File: src/pll_ratio_consts.svh
`ifndef PLL_RATIO_CONSTS_SVH
`define PLL_RATIO_CONSTS_SVH

// register indices; the byte address is four times the index
`define IDX_A_FRACTION_LOW     7'h00
`define IDX_A_FRACTION_MID     7'h01
`define IDX_A_INTEGER_FRAC_HI  7'h02
`define IDX_A_DIVIDER_CONTROL  7'h03
`define IDX_B_FRACTION_LOW     7'h04
`define IDX_B_FRACTION_MID     7'h05
`define IDX_B_INTEGER_FRAC_HI  7'h06
`define IDX_B_DIVIDER_CONTROL  7'h07
`define IDX_READBACK_CONTROL   7'h34
`define IDX_SYNTH_MODE         7'h40
`define IDX_SYNTH_STATUS       7'h41
`define IDX_W                  7

// reset values
`define RST_FRACTION_LOW       9'h121
`define RST_FRACTION_MID       9'h17E
`define RST_INTEGER_FRAC_HI    9'h07D
`define RST_A_DIVIDER_CONTROL  9'h014
`define RST_B_DIVIDER_CONTROL  9'h194
`define RST_READBACK_CONTROL   9'h000

// field positions
`define FLD_FRAC_HI_MSB        3
`define FLD_INTEGER_MSB        7
`define FLD_INTEGER_LSB        4
`define FLD_INPUT_HALVE        0
`define FLD_OUTPUT_HALVE       1
`define FLD_OUT_DIV_MSB        4
`define FLD_OUT_DIV_LSB        3
`define FLD_READMUX_MSB        2
`define FLD_CONT_READBACK      3
`define FLD_READ_ENABLE        4
`define FLD_SPDIF_RX_MODE      0

// timing: registered wishbone answer
`define ACK_LATENCY_CYCLES     1

`endif

File: src/pll_ratio_pkg.sv
package pll_ratio_pkg;

  typedef logic [8:0] reg9_t;

  typedef struct packed {
    logic [3:0]  integer_part;
    logic [21:0] fraction;
    logic        input_halve;
    logic        output_halve;
    logic [1:0]  output_divider;
  } synth_cfg_t;

  // ratio is 4.22 fixed point; osc_ratio is relative to the oscillator, 4.23
  typedef struct packed {
    logic [25:0] ratio;
    logic [26:0] osc_ratio;
    logic        output_halve;
    logic [1:0]  output_divider;
    logic [2:0]  out_div_code;
  } synth_eff_t;

endpackage : pll_ratio_pkg

File: src/synth_ratio_unit.sv
`timescale 1ns/1ps
module synth_ratio_unit #(
  parameter bit PRIMARY = 1'b1
) (
  input  wire logic                     clk,
  input  wire logic                     sys_rst,
  input  wire pll_ratio_pkg::synth_cfg_t cfg,
  input  wire logic                     spdif_rx_mode,
  input  wire logic [1:0]               auto_divider,
  output pll_ratio_pkg::synth_eff_t     eff
);
  import pll_ratio_pkg::*;

  synth_eff_t eff_d;
  synth_eff_t eff_q;

  always_comb
  begin
    eff_d.ratio = {cfg.integer_part, cfg.fraction};
    // halving the input halves the ratio seen from the oscillator
    eff_d.osc_ratio = cfg.input_halve ? {1'b0, eff_d.ratio}
                                      : {eff_d.ratio, 1'b0};
    if (spdif_rx_mode)
    begin
      // receiver mode: only the primary synthesiser has a divided output
      eff_d.output_halve   = PRIMARY ? cfg.output_halve : 1'b0;
      eff_d.output_divider = PRIMARY ? auto_divider : 2'b00;
    end
    else
    begin
      eff_d.output_halve   = cfg.output_halve;
      eff_d.output_divider = cfg.output_divider;
    end
    eff_d.out_div_code = {eff_d.output_divider, eff_d.output_halve};
  end

  always_ff @(posedge clk or posedge sys_rst)
  begin
    if (sys_rst)
      eff_q <= '0;
    else
      eff_q <= eff_d;
  end

  assign eff = eff_q;

endmodule : synth_ratio_unit

File: src/pll_ratio_config_regs.sv
// Summary of operation
// - synth A fraction is 22 bits: regs 0, 1 and low nibble of 2.
// - reads of registers 0 and 1 return identification, not the fraction.
// - identification readback is suppressed while continuous readback is set.
// - reads of register 2 return the revision number.
// - register 3 bit 0 halves the oscillator before synth A.
// - receiver mode: bit 1 picks 256fs or 128fs; synth B halve ignored.
// - synth A divider resets to 10; automatic in receiver mode; B's ignored.
// - user mode: divider select and halve bit together set final output.
// - synth B fraction assembled likewise; low part resets to 100100001.
//
// Design decision made here: the Wishbone slave port.
`include "pll_ratio_consts.svh"
`timescale 1ns/1ps
module pll_ratio_config_regs #(
  parameter int         ADDR_W    = 12,
  parameter logic [8:0] DEVICE_ID0 = 9'h0A5, // arbitrary value
  parameter logic [8:0] DEVICE_ID1 = 9'h05A, // arbitrary value
  parameter logic [8:0] REVISION   = 9'h003  // arbitrary value
) (
  input  wire logic                      clk,
  input  wire logic                      sys_rst,
  input  wire logic [ADDR_W-1:0]         wb_adr_i,
  input  wire logic [31:0]               wb_dat_i,
  output logic [31:0]                    wb_dat_o,
  input  wire logic                      wb_we_i,
  input  wire logic [3:0]                wb_sel_i,
  input  wire logic                      wb_cyc_i,
  input  wire logic                      wb_stb_i,
  output logic                           wb_ack_o,
  input  wire logic [1:0]                spdif_auto_divider,
  output logic                           spdif_rx_mode,
  output logic                           continuous_readback_flag,
  output pll_ratio_pkg::synth_cfg_t      synth_a_cfg,
  output pll_ratio_pkg::synth_cfg_t      synth_b_cfg,
  output pll_ratio_pkg::synth_eff_t      synth_a_eff,
  output pll_ratio_pkg::synth_eff_t      synth_b_eff
);
  import pll_ratio_pkg::*;

  if (ADDR_W < `IDX_W + 2)
  begin : g_addr_check
    $error("ADDR_W too small for the register map");
  end

  function automatic logic [`IDX_W-1:0] reg_index(input logic [ADDR_W-1:0] adr);
    reg_index = adr[`IDX_W+1:2];
  endfunction : reg_index

  function automatic logic addr_in_range(input logic [ADDR_W-1:0] adr);
    logic ok;
    ok = (adr[1:0] == 2'b00);
    if (ADDR_W > `IDX_W + 2)
      ok = ok && ((adr >> (`IDX_W + 2)) == '0);
    addr_in_range = ok;
  endfunction : addr_in_range

  function automatic reg9_t synth_reset(input int i);
    case (i)
      0, 4:    synth_reset = `RST_FRACTION_LOW;
      1, 5:    synth_reset = `RST_FRACTION_MID;
      2, 6:    synth_reset = `RST_INTEGER_FRAC_HI;
      3:       synth_reset = `RST_A_DIVIDER_CONTROL;
      default: synth_reset = `RST_B_DIVIDER_CONTROL;
    endcase
  endfunction : synth_reset

  function automatic synth_cfg_t assemble(input reg9_t lo, input reg9_t mid,
                                          input reg9_t hi, input reg9_t ctl);
    synth_cfg_t c;
    c.fraction       = {hi[`FLD_FRAC_HI_MSB:0], mid, lo};
    c.integer_part   = hi[`FLD_INTEGER_MSB:`FLD_INTEGER_LSB];
    c.input_halve    = ctl[`FLD_INPUT_HALVE];
    c.output_halve   = ctl[`FLD_OUTPUT_HALVE];
    c.output_divider = ctl[`FLD_OUT_DIV_MSB:`FLD_OUT_DIV_LSB];
    assemble = c;
  endfunction : assemble

  reg9_t                synth_q [0:7];
  reg9_t                readback_q;
  logic                 mode_q;
  logic                 ack_q;
  logic [31:0]          dat_q;
  logic                 req;
  logic                 wr_en;
  logic [`IDX_W-1:0]    idx;
  logic                 in_range;
  reg9_t                wr_val;
  reg9_t                rd_d;

  assign req      = wb_cyc_i && wb_stb_i;
  assign idx      = reg_index(wb_adr_i);
  assign in_range = addr_in_range(wb_adr_i);
  // the write lands on the edge at which the master samples ack
  assign wr_en    = req && wb_we_i && ack_q && in_range;

  // ack one cycle after the request, dropped the cycle after
  always_ff @(posedge clk or posedge sys_rst)
  begin
    if (sys_rst)
      ack_q <= 1'b0;
    else
      ack_q <= req && !ack_q;
  end

  function automatic reg9_t merge(input reg9_t old, input logic [31:0] d,
                                  input logic [3:0] sel);
    reg9_t m;
    m[7:0] = sel[0] ? d[7:0] : old[7:0];
    m[8]   = sel[1] ? d[8] : old[8];
    merge = m;
  endfunction : merge

  assign wr_val = merge(synth_q[idx[2:0]], wb_dat_i, wb_sel_i);

  always_ff @(posedge clk or posedge sys_rst)
  begin
    if (sys_rst)
    begin
      for (int i = 0; i < 8; i++)
        synth_q[i] <= synth_reset(i);
    end
    else if (wr_en && idx < 7'h08)
      synth_q[idx[2:0]] <= wr_val;
  end

  always_ff @(posedge clk or posedge sys_rst)
  begin
    if (sys_rst)
      readback_q <= `RST_READBACK_CONTROL;
    else if (wr_en && idx == `IDX_READBACK_CONTROL)
      readback_q <= merge(readback_q, wb_dat_i, wb_sel_i) & 9'h01F;
  end

  always_ff @(posedge clk or posedge sys_rst)
  begin
    if (sys_rst)
      mode_q <= 1'b0;
    else if (wr_en && idx == `IDX_SYNTH_MODE && wb_sel_i[0])
      mode_q <= wb_dat_i[`FLD_SPDIF_RX_MODE];
  end

  // read mux; the fraction bits written at 0 and 1 read back only in continuous readback, those at 2 never
  always_comb
  begin
    rd_d = '0;
    if (in_range)
    begin
      case (idx)
        `IDX_A_FRACTION_LOW:
          rd_d = continuous_readback_flag ? synth_q[0] : DEVICE_ID0;
        `IDX_A_FRACTION_MID:
          rd_d = continuous_readback_flag ? synth_q[1] : DEVICE_ID1;
        `IDX_A_INTEGER_FRAC_HI:
          rd_d = REVISION;
        `IDX_A_DIVIDER_CONTROL,
        `IDX_B_FRACTION_LOW,
        `IDX_B_FRACTION_MID,
        `IDX_B_INTEGER_FRAC_HI,
        `IDX_B_DIVIDER_CONTROL:
          rd_d = synth_q[idx[2:0]];
        `IDX_READBACK_CONTROL:
          rd_d = readback_q;
        `IDX_SYNTH_MODE:
          rd_d = {8'h00, mode_q};
        `IDX_SYNTH_STATUS:
          rd_d = {2'b00, synth_b_eff.out_div_code, synth_a_eff.out_div_code, mode_q};
        default:
          rd_d = '0;
      endcase
    end
  end

  always_ff @(posedge clk or posedge sys_rst)
  begin
    if (sys_rst)
      dat_q <= '0;
    else if (req && !ack_q && !wb_we_i)
      dat_q <= {23'h000000, rd_d};
  end

  assign wb_ack_o                 = ack_q;
  assign wb_dat_o                 = dat_q;
  assign spdif_rx_mode            = mode_q;
  assign continuous_readback_flag = readback_q[`FLD_CONT_READBACK];
  assign synth_a_cfg = assemble(synth_q[0], synth_q[1], synth_q[2], synth_q[3]);
  assign synth_b_cfg = assemble(synth_q[4], synth_q[5], synth_q[6], synth_q[7]);

  // input halve bits are taken as programmed; software keeps them equal in
  // receiver mode and keeps the integer in range, nothing here enforces it
  synth_ratio_unit #(
    .PRIMARY (1'b1)
  ) u_synth_a (
    .clk           (clk),
    .sys_rst       (sys_rst),
    .cfg           (synth_a_cfg),
    .spdif_rx_mode (mode_q),
    .auto_divider  (spdif_auto_divider),
    .eff           (synth_a_eff)
  );

  synth_ratio_unit #(
    .PRIMARY (1'b0)
  ) u_synth_b (
    .clk           (clk),
    .sys_rst       (sys_rst),
    .cfg           (synth_b_cfg),
    .spdif_rx_mode (mode_q),
    .auto_divider  (spdif_auto_divider),
    .eff           (synth_b_eff)
  );

  logic rd_take;
  assign rd_take = req && !ack_q && !wb_we_i && in_range;
endmodule : pll_ratio_config_regs

File: config.mk
export PLATFORM = sky130hd
export DESIGN_NAME = pll_ratio_config_regs
export DESIGN_NICKNAME = d
export VERILOG_FILES = /design/src/pll_ratio_pkg.sv /design/src/synth_ratio_unit.sv /design/src/pll_ratio_config_regs.sv
export VERILOG_INCLUDE_DIRS = /design/src
export SDC_FILE = /design/constraint.sdc
export NUM_CORES = 1
export LEC_CHECK = 0
export ABC_AREA = 1
export BUFFER_PORTS_ARGS = -buffer_cell sky130_fd_sc_hd__buf_2
export CORE_UTILIZATION = 47
export DETAILED_ROUTE_END_ITERATION = 8
export GPL_ROUTABILITY_DRIVEN = 0
export GPL_TIMING_DRIVEN = 1
export PLACE_DENSITY_LB_ADDON = 0.1
export SLEW_MARGIN = 20
export SYNTH_ARGS = -nofsm -noshare
export SYNTH_HDL_FRONTEND = slang
export SYNTH_SLANG_ARGS = --single-unit
File: constraint.sdc
create_clock -name clk -period 5.4 [get_ports clk]
set_input_delay 0.54 -clock clk [delete_from_list [all_inputs] [get_ports clk]]
set_output_delay 0.54 -clock clk [all_outputs]
set_load 0.005 [all_outputs]
# After elaboration in Yosys (flattened, before gate mapping)
# Cells that the tools add are included.
[classes]
n_lt_le_gt_ge = 3
eq_ne = 10
mux = 16
bitwise_logic = 1
reduce_logical = 19
[op_table]
columns = ["operator", "count"]
rows = [
  ["$bwmux 72", 1],
  ["$pmux 9 s7", 1],
  ["$mux 27", 2],
  ["$mux 9", 6],
  ["$eq 7x3->1 const B", 4],
  ["$bmux 9 s3", 1],
  ["$demux 9 s3", 1],
  ["$eq 7x2->1 const B", 2],
  ["$eq 7x7->1 const B", 2],
  ["$logic_and 1x1->1", 12],
  ["$logic_not 12->1", 1],
  ["$mux 8", 1],
  ["$eq 7x1->1 const B", 1],
  ["$eq 7x6->1 const B", 1],
  ["$logic_not 7->1", 1],
  ["$lt 7x4->1 const B", 1],
  ["$reduce_or 5->1", 1],
  ["$ge 4x4->1 const B", 1],
  ["$lt 4x1->1 const B", 1],
  ["$not 3->4", 1],
  ["$mux 3", 1],
  ["$logic_not 1->1", 2],
  ["$logic_not 2->1", 1],
  ["$mux 2", 1],
  ["2 further kinds", 2],
]
[word_totals]
register_bits = 206
inputBits = 55
output_inout_bits = 213
word_cells = 71

# Longest topological paths before layout
[logic_depth]
word_depth = 6
depth_mapped = 11
ltp_nobuf = 10

# Cells and area by module
# Synthesis repeated with hierarchy kept, for this count alone.
[unflattened]
hier_cells = 1074
hier_area_um2 = 9285.2
[by_module_without_submodules]
columns = ["mod", "n_inst", "cells_each", "area_per_inst_um2", "seq_area_each_um2"]
rows = [
  ["pll_ratio_config_regs", 1, 771, 5557.8, 2249.7],
  ["synth_ratio_unit at u_synth_a", 1, 152, 1865.5, 1401.3],
  ["synth_ratio_unit at u_synth_b", 1, 151, 1861.8, 1401.3],
]

# Worst setup path before layout
# OpenSTA, ideal clock, no wires.
[synth_path]
kind = "input to register"
start = "input wb_adr_i[10]"
end = "register synth_q, in the netlist synth_b_cfg[3]"
t_arrival_ns = 1.548
required_ns = 5.283
path_slack_ns = 3.735
path_stages = 8
n_path_buf = 0
cell_sequence = "nor2_1 nand2_1 nor3_4 nand3_4 nor2_1 nand2_1 nand2_1 nand2_1"
[synth_via]
elab_chain_len = 4
[synth_rtl]
columns = ["element", "line", "text"]
rows = [
  ["start, declared", "pll_ratio_config_regs.sv:23", "input wire logic [ADDR_W-1:0] wb_adr_i,"],
  ["$logic_not 12->1", "pll_ratio_config_regs.sv:54", "ok = ok && ((adr >> (`IDX_W + 2)) == '0);"],
  ["$logic_and 1x1->1", "pll_ratio_config_regs.sv:54", ""],
  ["$logic_and 1x1->1", "pll_ratio_config_regs.sv:95", "assign wr_en = req && wb_we_i && ack_q && in_range;"],
  ["$logic_and 1x1->1", "pll_ratio_config_regs.sv:123", "else if (wr_en && idx < 7'h08)"],
  ["end signal, assigned by index", "pll_ratio_config_regs.sv:121", "synth_q[i] <= synth_reset(i);"],
  ["end signal, assigned by index", "pll_ratio_config_regs.sv:124", "synth_q[idx[2:0]] <= wr_val;"],
  ["end, declared", "pll_ratio_config_regs.sv:79", "reg9_t synth_q [0:7];"],
]
# Every way passes these cells.
# A chain may end at the register's enable or synchronous reset.

# Final worst setup path
[layout_path]
start = "register synth_q, in the netlist synth_a_cfg[3]"
end = "output synth_a_cfg[3] (netlist bit)"
[layout_lines]
columns = ["element", "line", "text"]
rows = [
  ["end, declared", "pll_ratio_config_regs.sv:34", "output pll_ratio_pkg::synth_cfg_t synth_a_cfg,"],
]
# No word-level cell between the ends.

==> results.tsv <==
metric	value	unit
drt-initial-drc-count	860	
cap_violations	0	
ant_nets	0	
worst_pin_slew	875	ps
clock_latency	450	ps
syn_to_final_growth	14.5	%
end_kind	primary output	
cts_root_buf	clkbuf_16	
worstPathArrival	1770	ps
sequentialPowerShare	0.494	
post_drt_wl_per_cell	18.5	um
yosysTopAreaCellShare	0.450	
crit_chain	buf_4 > buf_2	
synth-seq-cells	200	
combinationalPowerShare	0.049	
min_period_over_period	0.427	
slew_headroom	0.414	
synth_warnings	0	
cts_max_path_buffers	2	
power_switching	0.715	mW
grt_pass1_wl	39.3	mm
synth_edf_count	0	
required	4860	ps
pwr_density_cell	295	nW/um2
synthDistinctLibCells	33	
async_flop_share	1.00	
worstRegToRegCells	6	
synth_flop_cell	dfrtp_1	
initial_core_util	0.480	
first_global_vias	6732	
cts_tree	done	
tns	0	ps
antenna_found_initial	0	
grt_max_degree	154	
internal_power	2.32	mW
synth_most_common_cell	nand2_1	
worstHoldPathType	in2async	
hold_viol_final	0	
ys_seq_area_frac	0.561	
drive_gt1_frac	0.277	
finalSetupViolCount	0	
r2r_start	wb_ack_o	
numCtsBuffers	17	
clkTransAtPathRegs	70	ps
layout.nets	1210	
outcome	finished, final reports clean	
rows	50	
wirelength	25.9	mm
p_leak	5.02	nW
cts_resized	0	
cp_slowest_cell	dfrtp_1	
io_pins	268	
rsz0062_at_grt	no	
cts_hold_buf	0	
syn_area	9010	um2
die_h	140	um
fmax	434	MHz
r2r_setup_slack	3200	ps
min_period	2310	ps
netlist_top_cells_area	dfrtp_1 (45%), dfstp_2 (11%), nand2_1 (11%), buf_4 (7.8%), nand3_1 (6.1%)	
synthCells	1014	
grt-ovfl-total	0	
drc	0	
io_buffers	219	
postCtsSetupRepairBufs	0	
cp_max_fo	36	
grt_use_total	0.269	
switching_share	0.235	
die_x	140	um
reg2reg_to	synth_b_cfg[28]	
slew_viol_final	0	
synth.avg_cell_area	8.88	um2
fp.coreArea	18800	um2
final_area	10300	um2
start_kind	flop	
place_area	9670	um2
htreeDepth	4	
fin_skew	13.3	ps
yosys.area.top_type	dfrtp_1	
die_area	19700	um2
crit_type	reg2out	
cpPeakStageDelay	690	ps
dr.pass1.iters	6	
ys_top_cells_by_count	nand2_1 (256), dfrtp_1 (162), nand3_1 (110)	
routed_via_density	5.23	
dp_hpwl	17.9	mm
startpoint	synth_a_cfg[3]	
ir_drop	0.000243	V
vias	7332	
power_frac_clock	0.458	
numClockSinks	200	
[cells by family (layout without fill, tap and decap cells)]
family | count (synthesis) | in the layout | synth area share
buf+inv | 201 | 333 | 0.127
other cells | 1 | 24 | 0.000416
flops | 200 | 200 | 0.561
compound gates | 110 | 110 | 0.0627
mux | 1 | 1 | 0.00125
simple gates | 501 | 501 | 0.247
[area by class of cell]
| cell class | count | area, um2 |
|---|---|---|
| multi-input combinational | 635 | 2890 |
| sequential | 200 | 5050 |
| fill | 1747 | 8460 |
| clock buffer | 20 | 447 |
| inverter | 78 | 299 |
| tap | 234 | 293 |
| timing repair buffer | 223 | 1140 |
| antenna | 1 | 2.50 |
| clock inverter | 12 | 188 |
[cells in the final DEF (no fill, tap or decap), types with 5 or more instances in the layout]
master and instances:
nand2_1 256, buf_2 219, dfrtp_1 162, nand3_1 110, nor2_1 95, o21ai_0 85, inv_1 72, dfstp_2 38
conb_1 23, a21oi_1 19, clkbuf_16 17, nand4_1 8, nor2_4 7, nand3_2 5
[per-stage QoR]
| step | worst slack, ps | power, mW | instances | hold WS (ps) | util |
|---|---|---|---|---|---|
| 6_report | 3090 | 3.04 | 1403 | 267 | 0.549 |
| 2_1_floorplan | 2300 | 1.63 | 1036 | 375 | - |
| 3_5_place_dp | 2870 | 1.68 | 1370 | 393 | 0.515 |
| 5_1_grt | 2950 | 3.12 | 1402 | 322 | 0.549 |
| 3_3_place_gp | 2890 | 1.68 | 1370 | 397 | 0.515 |
| 4_1_cts | 3060 | 3.05 | 1402 | 287 | 0.549 |
[sequential cells by signal, indices dropped and copies added (netlist names)]
| signal | flops |
|---|---|
| synth_b_cfg | 30 |
| spdif_rx_mode | 1 |
| readback_q | 5 |
| synth_a_cfg | 30 |
| wb_ack_o | 1 |
| u_synth_b.eff | 56 |
| u_synth_a.eff | 56 |
| synth_q | 12 |
| wb_dat_o | 9 |
[power by group through the flow]
| stage | Clock (mW) | Sequential [mW] | Combinational [mW] |
|---|---|---|---|
| 4_1_cts | 1.41 | 1.50 | 0.148 |
| 5_1_grt | 1.46 | 1.50 | 0.161 |
| 3_5_place_dp | 0 | 1.53 | 0.147 |
| 2_1_floorplan | 0 | 1.53 | 0.103 |
| 3_3_place_gp | 0 | 1.53 | 0.147 |
| 6_report | 1.39 | 1.50 | 0.148 |
[how the worst max path moves through the flow]
stage                                end  slack, ps  depth (start not counted)
final                     synth_a_cfg[3]       3090                          2
after global routing      synth_a_cfg[3]       2950                          2
after CTS                 synth_a_cfg[3]       3060                          2
after detailed placement  synth_b_cfg[6]       2870                          8
after global placement    synth_b_cfg[6]       2890                          8
after floorplan            readback_q[0]       2300                          1
[worst max-delay path, delay by kind of cell (launching register included)]
family	cells	cell delay [ps]
DFF	1	690
buffers and inverters	2	630
[routing by layer]
metal	routed length [um]	track usage	vias up	share of wire
met5	0	0	-	0
met4	937	0.114	0	0.036
met3	2040	0.0516	61	0.079
met2	11900	0.419	382	0.46
met1	11000	0.368	3491	0.43
li1	-	-	3398	-
Note: power is estimated with default switching activity, not from simulation.
